==> src/inc/fbioc_map.svh <==
`ifndef FBIOC_MAP_SVH
`define FBIOC_MAP_SVH
// Configuration codes
`define FBIOC_CFG_NONE      8'h00
`define FBIOC_CFG_W1        8'h50
`define FBIOC_CFG_W2        8'h51
`define FBIOC_CFG_W3        8'h52
`define FBIOC_CFG_W4        8'h53
`define FBIOC_CFG_W5        8'h54
`define FBIOC_CFG_W7        8'h56
`define FBIOC_CFG_W9        8'h58
`define FBIOC_CFG_CU_CMD    8'h31
`define FBIOC_CFG_CU_MOD    8'h15
`define FBIOC_CFG_CU_BOTH0  8'hC0
`define FBIOC_CFG_CU_BOTH1  8'h01
`define FBIOC_CFG_CU_BOTH2  8'h07
// Command codes
`define FBIOC_CMD_CLR_CNT   8'h08
`define FBIOC_CMD_COLD      8'hF8
`define FBIOC_CMD_WARM      8'hF9
`define FBIOC_CMD_PASSIVE   8'hF5
`define FBIOC_CMD_ACTIVE    8'hF6
`define FBIOC_CMD_SWAP      8'hF7
`define FBIOC_PARAM_ALL     8'h00
// Lengths in bytes, then command word reset value
`define FBIOC_GSTAT_BYTES   3'h2
`define FBIOC_MSTAT_BYTES   4'h6
`define FBIOC_CMD_RESET     16'h0000
`endif

==> src/inc/fbioc_pkg.sv <==
package fbioc_pkg;
	typedef enum logic [1:0] {
		FBIOC_CU_NONE = 2'h0,
		FBIOC_CU_CMD  = 2'h1,
		FBIOC_CU_MOD  = 2'h2,
		FBIOC_CU_BOTH = 2'h3
	} fbioc_cu_mode_t;
	typedef enum logic [1:0] {
		FBIOC_ST_IDLE = 2'h0,
		FBIOC_ST_CU   = 2'h1,
		FBIOC_ST_SLOT = 2'h3,
		FBIOC_ST_DONE = 2'h2
	} fbioc_cfg_state_t;
endpackage : fbioc_pkg

==> src/core/fbioc_skid.sv <==
`timescale 1ns/1ps
module fbioc_skid #(
	parameter int WIDTH = 8
) (
	input  wire logic             sys_clk,
	input  wire logic             rst_n,
	input  wire logic             in_valid,
	output logic                  in_ready,
	input  wire logic [WIDTH-1:0] in_data,
	output logic                  out_valid,
	input  wire logic             out_ready,
	output logic      [WIDTH-1:0] out_data
);
	// Two entries so a stalled receiver never drops a byte; outputs are flops
	logic [WIDTH-1:0] main_r;
	logic [WIDTH-1:0] side_r;
	logic             main_vld_r;
	logic             side_vld_r;
	logic             main_free;
	logic             push;

	initial begin
		if (WIDTH < 1) $error("fbioc_skid: WIDTH must be positive");
	end

	assign main_free = !main_vld_r || out_ready;
	assign push      = in_valid && in_ready;

	always_ff @(posedge sys_clk) begin
		if (!rst_n) begin
			main_vld_r <= 1'b0;
			side_vld_r <= 1'b0;
		end else if (main_free) begin
			main_vld_r <= side_vld_r || push;
			side_vld_r <= 1'b0;
		end else if (push) begin
			side_vld_r <= 1'b1;
		end
	end

	// Side entry only fills while the receiver stalls a held word
	always_ff @(posedge sys_clk) begin
		if (main_free) main_r <= side_vld_r ? side_r : in_data;
		if (push && !main_free) side_r <= in_data;
	end

	assign in_ready  = !side_vld_r;
	assign out_valid = main_vld_r;
	assign out_data  = main_r;
endmodule : fbioc_skid

==> src/core/fbioc_core.sv <==
`timescale 1ns/1ps
`include "fbioc_map.svh"
// How it works
// - Code 50 means one input word
// - Code 51 means two input words
// - Code 52 means three input words
// - Code 54 means five input words
// - Code 56 means seven input words
// - Code 58 means nine input words
// - Com unit entry always leads string
// - Redundant partner gets no separate entry
// - Com unit code 00, 31, 15, C0 01 07
// - Module codes follow in ascending slot order
// - Global status is two leading input bytes
// - Six module status bytes follow global status
// - Status bit set when active and fault-free
// - Command word: parameter byte, then command byte
// - Execute only when command word changes
// - Response starts with global status bytes when the com unit has a command register; module-only starts with module status
// - 08 with zero parameter clears all counters
// - 08 with parameter clears that slot's counter
// - F8 cold start, F9 warm restart
// - F5 makes active unit passive when partner present
// - F6 makes passive unit active when partner present
// - F7 swaps redundancy roles when partner present
module fbioc_core #(
	parameter int NSLOT = 48
) (
	input  wire logic                 sys_clk,
	input  wire logic                 rst_n,
	// Com unit layout and slot layout
	input  wire logic [1:0]           cu_mode,
	input  wire logic [NSLOT*3-1:0]   slot_words,
	input  wire logic [NSLOT-1:0]     slot_present,
	// Configuration string read-out
	input  wire logic                 cfg_start,
	output logic                      cfg_valid,
	input  wire logic                 cfg_ready,
	output logic      [7:0]           cfg_byte,
	output logic                      cfg_last,
	// Cyclic request bytes from the link, in order
	input  wire logic                 req_valid,
	input  wire logic [7:0]           req_byte,
	input  wire logic                 req_first,
	// Cyclic response bytes
	input  wire logic                 rsp_start,
	output logic                      rsp_valid,
	input  wire logic                 rsp_ready,
	output logic      [7:0]           rsp_byte,
	// Station state
	input  wire logic [15:0]          global_status,
	input  wire logic [NSLOT-1:0]     mod_active,
	input  wire logic [NSLOT-1:0]     mod_fault,
	input  wire logic                 partner_present,
	// Command effects
	output logic                      clr_all_cnt,
	output logic                      clr_slot_cnt,
	output logic      [7:0]           clr_slot_num,
	output logic                      cold_start,
	output logic                      warm_restart,
	output logic                      unit_active,
	output logic                      partner_take,
	output logic      [15:0]          last_cmd_word
);
	initial begin
		if (NSLOT < 1 || NSLOT > 48) $error("fbioc_core: NSLOT must be 1..48");
	end

	// Slot size index (1..6 for 1,2,3,5,7,9 words; 0 or 7 for none) to its configuration code
	function automatic logic [7:0] fbioc_code(input logic [2:0] w);
		case (w)
			3'h1:    fbioc_code = `FBIOC_CFG_W1;
			3'h2:    fbioc_code = `FBIOC_CFG_W2;
			3'h3:    fbioc_code = `FBIOC_CFG_W3;
			3'h4:    fbioc_code = `FBIOC_CFG_W5;
			3'h5:    fbioc_code = `FBIOC_CFG_W7;
			3'h6:    fbioc_code = `FBIOC_CFG_W9;
			default: fbioc_code = `FBIOC_CFG_NONE;
		endcase
	endfunction : fbioc_code

	// Configuration string
	fbioc_pkg::fbioc_cfg_state_t st_r;
	fbioc_pkg::fbioc_cfg_state_t st_nxt;
	logic [1:0]  cu_idx_r;
	logic [5:0]  slot_r;
	logic [5:0]  last_slot;
	logic        buf_in_ready;
	logic        cfg_push;
	logic [8:0]  cfg_in;
	logic [8:0]  cfg_out;
	logic [1:0]  cu_len;
	logic [7:0]  cu_code;
	logic [2:0]  cur_words;

	// Last populated slot ends the string; trailing empty slots are dropped
	always_comb begin
		last_slot = 6'h0;
		for (int i = 0; i < NSLOT; i++) begin
			if (slot_present[i]) last_slot = 6'(i + 1);
		end
	end

	assign cu_len  = (cu_mode == fbioc_pkg::FBIOC_CU_BOTH) ? 2'h2 : 2'h0;
	assign cu_code = (cu_mode == fbioc_pkg::FBIOC_CU_CMD)  ? `FBIOC_CFG_CU_CMD :
	                 (cu_mode == fbioc_pkg::FBIOC_CU_MOD)  ? `FBIOC_CFG_CU_MOD :
	                 (cu_mode == fbioc_pkg::FBIOC_CU_NONE) ? `FBIOC_CFG_NONE :
	                 (cu_idx_r == 2'h0) ? `FBIOC_CFG_CU_BOTH0 :
	                 (cu_idx_r == 2'h1) ? `FBIOC_CFG_CU_BOTH1 : `FBIOC_CFG_CU_BOTH2;
	assign cur_words = (slot_r != 6'h0) ? slot_words[(slot_r-6'h1)*3 +: 3] : 3'h0;
	assign cfg_push  = buf_in_ready && (st_r == fbioc_pkg::FBIOC_ST_CU ||
	                                    st_r == fbioc_pkg::FBIOC_ST_SLOT);

	// Partner unit shares the single com unit entry: no slot of its own
	always_comb begin
		cfg_in = 9'h0;
		if (st_r == fbioc_pkg::FBIOC_ST_CU) begin
			cfg_in[7:0] = cu_code;
			cfg_in[8]   = (cu_idx_r == cu_len) && (last_slot == 6'h0);
		end else begin
			cfg_in[7:0] = slot_present[slot_r-6'h1] ? fbioc_code(cur_words)
			                                        : `FBIOC_CFG_NONE;
			cfg_in[8]   = (slot_r == last_slot);
		end
	end

	always_comb begin
		st_nxt = st_r;
		case (st_r)
			fbioc_pkg::FBIOC_ST_IDLE: if (cfg_start) st_nxt = fbioc_pkg::FBIOC_ST_CU;
			fbioc_pkg::FBIOC_ST_CU: begin
				if (cfg_push && cu_idx_r == cu_len)
					st_nxt = (last_slot == 6'h0) ? fbioc_pkg::FBIOC_ST_DONE
					                             : fbioc_pkg::FBIOC_ST_SLOT;
			end
			fbioc_pkg::FBIOC_ST_SLOT: begin
				if (cfg_push && slot_r == last_slot) st_nxt = fbioc_pkg::FBIOC_ST_DONE;
			end
			fbioc_pkg::FBIOC_ST_DONE: st_nxt = fbioc_pkg::FBIOC_ST_IDLE;
			default: st_nxt = fbioc_pkg::FBIOC_ST_IDLE;
		endcase
	end

	always_ff @(posedge sys_clk) begin
		if (!rst_n) begin
			st_r     <= fbioc_pkg::FBIOC_ST_IDLE;
			cu_idx_r <= 2'h0;
			slot_r   <= 6'h0;
		end else begin
			st_r <= st_nxt;
			if (st_r == fbioc_pkg::FBIOC_ST_IDLE) begin
				cu_idx_r <= 2'h0;
				slot_r   <= 6'h1;
			end else if (cfg_push && st_r == fbioc_pkg::FBIOC_ST_CU) begin
				cu_idx_r <= cu_idx_r + 2'h1;
			end else if (cfg_push) begin
				slot_r <= slot_r + 6'h1;
			end
		end
	end

	fbioc_skid #(
		.WIDTH(9)
	) u_cfg_buf (
		.sys_clk   (sys_clk),
		.rst_n     (rst_n),
		.in_valid  (cfg_push),
		.in_ready  (buf_in_ready),
		.in_data   (cfg_in),
		.out_valid (cfg_valid),
		.out_ready (cfg_ready),
		.out_data  (cfg_out)
	);
	assign cfg_byte = cfg_out[7:0];
	assign cfg_last = cfg_out[8];

	// Cyclic response
	logic [3:0]  rsp_idx_r;
	logic [3:0]  rsp_idx_nxt;
	logic [3:0]  rsp_len;
	logic [47:0] health_r;
	logic [47:0] health_nxt;
	logic [47:0] health_use;
	logic [63:0] rsp_frame;
	logic [7:0]  rsp_byte_r;
	logic        rsp_run_r;
	logic        rsp_go;
	logic        rsp_step;

	// Byte idx of a frame, most significant first; past the end reads zero
	function automatic logic [7:0] rsp_pick(input logic [63:0] f, input logic [3:0] idx);
		rsp_pick = idx[3] ? 8'h00 : f[63 - 8 * int'(idx[2:0]) -: 8];
	endfunction : rsp_pick

	always_comb begin
		health_nxt = 48'h0;
		health_nxt[NSLOT-1:0] = mod_active & ~mod_fault;
	end
	assign rsp_len = (cu_mode == fbioc_pkg::FBIOC_CU_BOTH) ?
	                 4'(`FBIOC_GSTAT_BYTES) + `FBIOC_MSTAT_BYTES :
	                 (cu_mode == fbioc_pkg::FBIOC_CU_MOD) ? `FBIOC_MSTAT_BYTES :
	                 (cu_mode == fbioc_pkg::FBIOC_CU_CMD) ? 4'(`FBIOC_GSTAT_BYTES) : 4'h0;
	assign rsp_go      = rsp_start && rsp_len != 4'h0;
	assign rsp_step    = rsp_run_r && rsp_ready;
	assign rsp_idx_nxt = rsp_go ? 4'h0 : rsp_idx_r + {3'h0, rsp_step};
	// A fresh snapshot feeds the first byte in the very cycle it is taken
	assign health_use  = rsp_go ? health_nxt : health_r;
	// Global status, then health with slot 1 in bit 0; status-only frames sit left
	assign rsp_frame = (cu_mode == fbioc_pkg::FBIOC_CU_MOD) ? {health_use, 16'h0000}
	                 : {global_status, health_use};
	assign rsp_valid = rsp_run_r;
	assign rsp_byte  = rsp_byte_r;

	// Byte register moves only on a start or a taken byte, so it stands through stalls
	always_ff @(posedge sys_clk) begin
		if (!rst_n) begin
			rsp_idx_r  <= 4'h0;
			rsp_run_r  <= 1'b0;
			health_r   <= 48'h0;
			rsp_byte_r <= 8'h00;
		end else begin
			if (rsp_go) health_r <= health_nxt;
			if (rsp_go) begin
				rsp_run_r <= 1'b1;
			end else if (rsp_step && rsp_idx_r == rsp_len - 4'h1) begin
				rsp_run_r <= 1'b0;
			end
			if (rsp_go || rsp_step) begin
				rsp_idx_r  <= rsp_idx_nxt;
				rsp_byte_r <= rsp_pick(rsp_frame, rsp_idx_nxt);
			end
		end
	end

	// Command word
	logic        rx_pos_r;
	logic [7:0]  param_r;
	logic [15:0] cmd_r;
	logic        cmd_new_r;
	logic        has_cmd;
	logic [7:0]  cparam;
	logic [7:0]  ccode;
	logic        zero_p;

	assign has_cmd = cu_mode == fbioc_pkg::FBIOC_CU_CMD || cu_mode == fbioc_pkg::FBIOC_CU_BOTH;

	// First request byte is the parameter, second the command
	always_ff @(posedge sys_clk) begin
		if (!rst_n) begin
			rx_pos_r  <= 1'b0;
			param_r   <= 8'h00;
			cmd_r     <= `FBIOC_CMD_RESET;
			cmd_new_r <= 1'b0;
		end else begin
			cmd_new_r <= 1'b0;
			if (req_valid && has_cmd) begin
				if (req_first) begin
					param_r  <= req_byte;
					rx_pos_r <= 1'b1;
				end else if (rx_pos_r) begin
					rx_pos_r <= 1'b0;
					if ({param_r, req_byte} != cmd_r) begin
						cmd_r     <= {param_r, req_byte};
						cmd_new_r <= 1'b1;
					end
				end
			end
		end
	end

	assign cparam = cmd_r[15:8];
	assign ccode  = cmd_r[7:0];
	assign zero_p = cparam == `FBIOC_PARAM_ALL;

	// Pulses one cycle after the changed word is latched
	always_ff @(posedge sys_clk) begin
		if (!rst_n) begin
			clr_all_cnt   <= 1'b0;
			clr_slot_cnt  <= 1'b0;
			clr_slot_num  <= 8'h00;
			cold_start    <= 1'b0;
			warm_restart  <= 1'b0;
			unit_active   <= 1'b1;
			partner_take  <= 1'b0;
			last_cmd_word <= 16'h0000;
		end else begin
			last_cmd_word <= cmd_r;
			clr_all_cnt   <= cmd_new_r && ccode == `FBIOC_CMD_CLR_CNT && zero_p;
			clr_slot_cnt  <= cmd_new_r && ccode == `FBIOC_CMD_CLR_CNT && !zero_p;
			clr_slot_num  <= cparam;
			cold_start    <= cmd_new_r && ccode == `FBIOC_CMD_COLD && zero_p;
			warm_restart  <= cmd_new_r && ccode == `FBIOC_CMD_WARM && zero_p;
			partner_take  <= 1'b0;
			if (cmd_new_r && zero_p && partner_present) begin
				if (ccode == `FBIOC_CMD_PASSIVE && unit_active) begin
					unit_active  <= 1'b0;
					partner_take <= 1'b1;
				end else if (ccode == `FBIOC_CMD_ACTIVE && !unit_active) begin
					unit_active  <= 1'b1;
					partner_take <= 1'b1;
				end else if (ccode == `FBIOC_CMD_SWAP) begin
					unit_active  <= !unit_active;
					partner_take <= 1'b1;
				end
			end
		end
	end
endmodule : fbioc_core

==> config.mk <==
export PLATFORM = sky130hd
export DESIGN_NAME = fbioc_core
export DESIGN_NICKNAME = d
export VERILOG_FILES = /design/src/inc/fbioc_pkg.sv /design/src/core/fbioc_skid.sv /design/src/core/fbioc_core.sv
export VERILOG_INCLUDE_DIRS = /design/src /design/src/inc
export SDC_FILE = /design/constraint.sdc
export NUM_CORES = 1
export LEC_CHECK = 0
export ABC_CLOCK_PERIOD_IN_PS = 7100
export BUFFER_PORTS_ARGS = -buffer_cell sky130_fd_sc_hd__clkbuf_2
export CAP_MARGIN = 20
export CORE_ASPECT_RATIO = 1.4
export CORE_MARGIN = 5
export CORE_UTILIZATION = 53
export DETAILED_ROUTE_END_ITERATION = 6
export HOLD_SLACK_MARGIN = 0.06
export PLACE_DENSITY = 0.93
export REMOVE_ABC_BUFFERS = 1
export SLEW_MARGIN = 20
export SYNTH_ARGS = -nofsm -noshare
export SYNTH_HDL_FRONTEND = slang
export SYNTH_SLANG_ARGS = --single-unit
==> constraint.sdc <==
create_clock -name sys_clk -period 7.1 [get_ports sys_clk]
set_input_delay 1.065 -clock sys_clk [delete_from_list [all_inputs] [get_ports sys_clk]]
set_output_delay 1.065 -clock sys_clk [all_outputs]
set_load 0.005 [all_outputs]
==> impl_table.tex <==
\begin{tabular}{lr}
\hline
Metric & Value \\
\hline
\multicolumn{2}{l}{\textbf{Die}} \\
Core area & 22530 um\^{}2 \\
Std cell rows & 65 \\
Floorplan die area & 25990 um\^{}2 \\
Die W & 137.7 um \\
\# IOs & 372 \\
Effective utilization at floorplan & 53.71\% \\
DIE HEIGHT & roughly 190 um \\
\multicolumn{2}{l}{\textbf{Drt}} \\
Total length of routed wires & 40720 um \\
Average wire length per cell after detail routing & around 22 um \\
Via-per-instance ratio & around 6.4 \\
Number of design rule violations left after detail routing & 0 \\
Count of TritonRoute iterations in the first routing pass & 5 \\
Post-route ant nets & 0 \\
Total number of vias & 12.11k \\
Violation count after the first detailed-routing iteration & 1062 \\
\multicolumn{2}{l}{\textbf{Pwr}} \\
Total chip power & 0.003044 W \\
Sw Ratio & 37.44\% \\
Net switching power figure & between 0.001 and 0.0015 W \\
Leakage Power & 5.920 nW \\
Relative contribution of the clock network to total power & 28.8\% \\
Power per standard cell area & 210.1 nW/um\^{}2 \\
Worst IR drop on VDD & 188.1 uV \\
Portion of total power attributed to sequential cells & 27.8\% \\
P\_int & 0.001905 W \\
Share of total power in combinational logic & roughly 43\% \\
\multicolumn{2}{l}{\textbf{Clocking}} \\
Root buffer selected by CTS & sky130\_fd\_sc\_hd\_\_clkbuf\_16 \\
Insertion delay to the later sink of the worst-skew pair & $\sim$0.41 ns \\
Clock tree from TritonCTS & yes \\
Number of buffers created by CTS & 17 \\
PostCTS Resize Cnt & 0 \\
CTS sink cnt & 139 \\
CTS H-tree depth & 4 \\
CTS Hold Bufs & 0 \\
Clock transition at the registers of the reported paths & 0.06 ns \\
Post-CTS setup-driven buffer insertion count & 0 \\
Clock tree buffer depth & 2 \\
\multicolumn{2}{l}{\textbf{STA}} \\
Hold Violations, Final & 0 \\
Max transition margin & 23.63\% \\
Peak Freq & 181.3 MHz \\
Final setup fails & 0 \\
RSZ-0062 raised after global routing & no \\
Final Cycle Share & 77.69\% \\
Worst-Margin Slew & 1.141 ns \\
Final critical-path required period & 5.516 ns \\
Worst-case setup margin in the final layout & around 1.6 ns \\
Final setup skew & 0.007326 ns \\
Worst-case hold slack & 0.4605 ns \\
Slew Viols, Final & 0 \\
Post-Route Setup TNS & 0 ns \\
\multicolumn{2}{l}{\textbf{Hold path}} \\
HP Class & reg -> reg \\
\multicolumn{2}{l}{\textbf{Logic synthesis}} \\
Ys async rst share & 0\% \\
Synth Flop Type & sky130\_fd\_sc\_hd\_\_dfxtp\_1 \\
Number of library cell types mapped by synthesis & 84 \\
Sequential share of the synthesized area & between 20\% and 30\% \\
Post-synthesis instance area & 12100 um\^{}2 \\
Synth Area per Inst & between 9 and 10 um\^{}2 \\
Number of enable flip-flop cells after synthesis & 18 \\
Synthesized instance count & $\sim$1.3k \\
FF+latch count, synth & 139 \\
Count of yosys warnings during synthesis & 0 \\
\multicolumn{2}{l}{\textbf{Finish}} \\
Finished Layout Cells & approximately 1.9k \\
Number of nets at the end of the flow & 1914 \\
Antenna cell count & 0 \\
Share of post-route cells with drive strength above 1 & a little under two fifths \\
Area overhead of the layout relative to synthesis & 19.76\% \\
\multicolumn{2}{l}{\textbf{Global routing}} \\
Wire length of the first global-routing pass & 63600 um \\
Total overflow reported by the global router & 0 \\
Via count of the first global-routing pass & 12.33k \\
GRT Util Overall & 30.53\% \\
Number of antenna violations at the first check in global routing & 0 \\
Pin count of the biggest net entering global routing & 98 \\
\multicolumn{2}{l}{\textbf{Critical path}} \\
Kind of cell adding the most delay to the critical path & adder cells \\
Startpoint type of the worst setup path & flop \\
CP Data Required Time & 7.26 ns \\
Longest individual stage delay on the worst path & 0.95 ns \\
Worst Setup End Kind & flop \\
Most common cell on crit path & sky130\_fd\_sc\_hd\_\_ha\_1 \\
Crit path max-delay cell type & sky130\_fd\_sc\_hd\_\_fa\_1 \\
Ordered cell list for the critical path & inv\_1, ha\_1, xor2\_1, ha\_1, ha\_1, inv\_1, fa\_1, buf\_4, nor2b\_1, nand2\_1, o22ai\_1, or4\_1, o31ai\_1, o21ai\_1, o21a\_1, a211oi\_1, a211oi\_2, or2\_1 \\
Worst-path fanout max & 22 \\
Critical path arrival & 5.67 ns \\
Buf+Inv Stages, Crit Path & 3 \\
Kind of critical path & reg -> reg \\
\multicolumn{2}{l}{\textbf{Place}} \\
GP Congestion & just under 1 \\
Post-placement setup slack & 1.624 ns \\
\# placed instances & 1850 \\
Number of buffer cells added on primary ports & 371 \\
HPWL after DPL & around 32000 um \\
\multicolumn{2}{l}{\textbf{Job}} \\
Number of max-cap violations & 0 \\
\multicolumn{2}{l}{\textbf{Status}} \\
Run status & complete, no violations \\
\hline
\end{tabular}
[registers in the layout, summed over array words and instances (netlist names), 2 cells and up]
signal / count
u_cfg_buf.out_data: 9
param_r: 8
cmd_r: 16
rsp_idx_r: 4
st_r: 2
slot_r: 6
health_r: 48
u_cfg_buf.side_r: 9
rsp_byte: 8
clr_slot_num: 8
cu_idx_r: 2
last_cmd_word: 8
[worst min-delay path, stage by stage (launching register included)]
cell,delay [ns]
sky130_fd_sc_hd__dfxtp_1,0.31
sky130_fd_sc_hd__nand2_1,0.04
sky130_fd_sc_hd__a21boi_0,0.06
[per-stage QoR]
step | instance area [um^2] | util [%]
2_1_floorplan | 11530 | -
3_3_place_gp | 13900 | 61.71
3_5_place_dp | 13900 | 61.71
4_1_cts | 14490 | 64.32
5_1_grt | 14490 | 64.32
6_report | 14490 | 64.32
[layout make-up]
cell class                 instances  area (um^2)
clock inverter                    15        163.9
clock buffer                      17        425.4
tap                              301        376.6
fill                            1832         8038
multi-input combinational        988         8453
sequential                       139         2967
timing repair buffer             386         1969
inverter                          36        135.1
[worst paths after layout]
kind	startpoint	to	slack (ns)	cells after the start
setup / recovery	slot_r[1]$_SDFFE_PP0P_	u_cfg_buf.side_r[6]$_DFFE_PP_	1.58	18
hold reg to reg	health_r[10]$_SDFF_PN0_	health_r[10]$_SDFF_PN0_	0.46	2
hold / removal	health_r[10]$_SDFF_PN0_	health_r[10]$_SDFF_PN0_	0.46	2
setup reg to reg	slot_r[1]$_SDFFE_PP0P_	u_cfg_buf.side_r[6]$_DFFE_PP_	1.58	18
[cells by family after synthesis]
kind of cell / synth area share (%)
AOI/OAI and AO/OA: 18.28
adders and majority gates: 2.441
and+or+nand+nor: 18.27
xor gates and xnor gates: 3.237
buffers and inverters: 5.832
DFF: 24.49
muxes: 27.45
[placed cells by master, fill, tap and decap left out, types with 14 or more instances in the layout]
cell type / count
sky130_fd_sc_hd__clkbuf_2: 371
sky130_fd_sc_hd__dfxtp_1: 120
sky130_fd_sc_hd__nand2_1: 113
sky130_fd_sc_hd__mux4_2: 106
sky130_fd_sc_hd__nor2_1: 74
sky130_fd_sc_hd__mux2i_1: 58
sky130_fd_sc_hd__nand3b_1: 52
sky130_fd_sc_hd__a21boi_0: 52
sky130_fd_sc_hd__o21ai_0: 45
sky130_fd_sc_hd__a21oi_1: 43
sky130_fd_sc_hd__inv_1: 33
sky130_fd_sc_hd__xnor2_1: 32
sky130_fd_sc_hd__mux2_2: 30
sky130_fd_sc_hd__nor4_1: 26
sky130_fd_sc_hd__nor2b_1: 24
sky130_fd_sc_hd__nand3_1: 24
sky130_fd_sc_hd__and2_1: 23
sky130_fd_sc_hd__nor3_1: 22
sky130_fd_sc_hd__ha_1: 21
sky130_fd_sc_hd__o22a_1: 18
sky130_fd_sc_hd__edfxtp_1: 18
sky130_fd_sc_hd__o22ai_1: 17
sky130_fd_sc_hd__clkbuf_16: 17
sky130_fd_sc_hd__nand4_1: 16
sky130_fd_sc_hd__buf_4: 15
sky130_fd_sc_hd__a211oi_1: 14
[cell usage after synthesis (14+ instances only)]
library cell / n / area share (%)
sky130_fd_sc_hd__ha_1: 22 / 2.3
sky130_fd_sc_hd__xnor2_1: 32 / 2.3
sky130_fd_sc_hd__nand3_1: 24 / 0.99
sky130_fd_sc_hd__o22ai_1: 17 / 0.88
sky130_fd_sc_hd__o21ai_0: 45 / 1.9
sky130_fd_sc_hd__nor2_1: 74 / 2.3
sky130_fd_sc_hd__nor4_1: 26 / 1.3
sky130_fd_sc_hd__mux2i_1: 58 / 4.8
sky130_fd_sc_hd__buf_4: 22 / 1.4
sky130_fd_sc_hd__nand4_1: 16 / 0.83
sky130_fd_sc_hd__nor2b_1: 25 / 1.3
sky130_fd_sc_hd__dfxtp_1: 121 / 20
sky130_fd_sc_hd__buf_2: 21 / 0.87
sky130_fd_sc_hd__clkbuf_1: 40 / 1.2
sky130_fd_sc_hd__mux4_2: 106 / 20
sky130_fd_sc_hd__o22a_1: 18 / 1.3
sky130_fd_sc_hd__and2_1: 23 / 1.2
sky130_fd_sc_hd__a211oi_1: 14 / 0.87
sky130_fd_sc_hd__nor3_1: 22 / 0.91
sky130_fd_sc_hd__inv_1: 33 / 1.0
sky130_fd_sc_hd__edfxtp_1: 18 / 4.5
sky130_fd_sc_hd__nand3b_1: 52 / 3.2
sky130_fd_sc_hd__nand2_1: 113 / 3.5
sky130_fd_sc_hd__a21oi_1: 43 / 1.8
sky130_fd_sc_hd__a21boi_0: 52 / 3.2
sky130_fd_sc_hd__mux2_2: 30 / 2.8
[power by group through the flow]
| stage | logic, W | registers [W] | clock network, W |
|---|---|---|---|
| after floorplan | 0.000875 | 0.000878 | 0 |
| after global placement | 0.00126 | 0.000862 | 0 |
| after detailed placement | 0.00128 | 0.000863 | 0 |
| after CTS | 0.00129 | 0.000846 | 0.000892 |
| after global routing | 0.00141 | 0.000848 | 0.000931 |
| final | 0.00132 | 0.000846 | 0.000878 |
[metal layers]
metal  share of wire, %  global-route usage [%]  vias up
met5                  0                       0        -
met4                6.8                   18.56        0
met3                8.4                   5.716      175
met2                 50                   52.89      747
met1                 35                   34.10     5683
li1                   -                       -     5500
No activity file was read; power rests on OpenSTA's default activity.
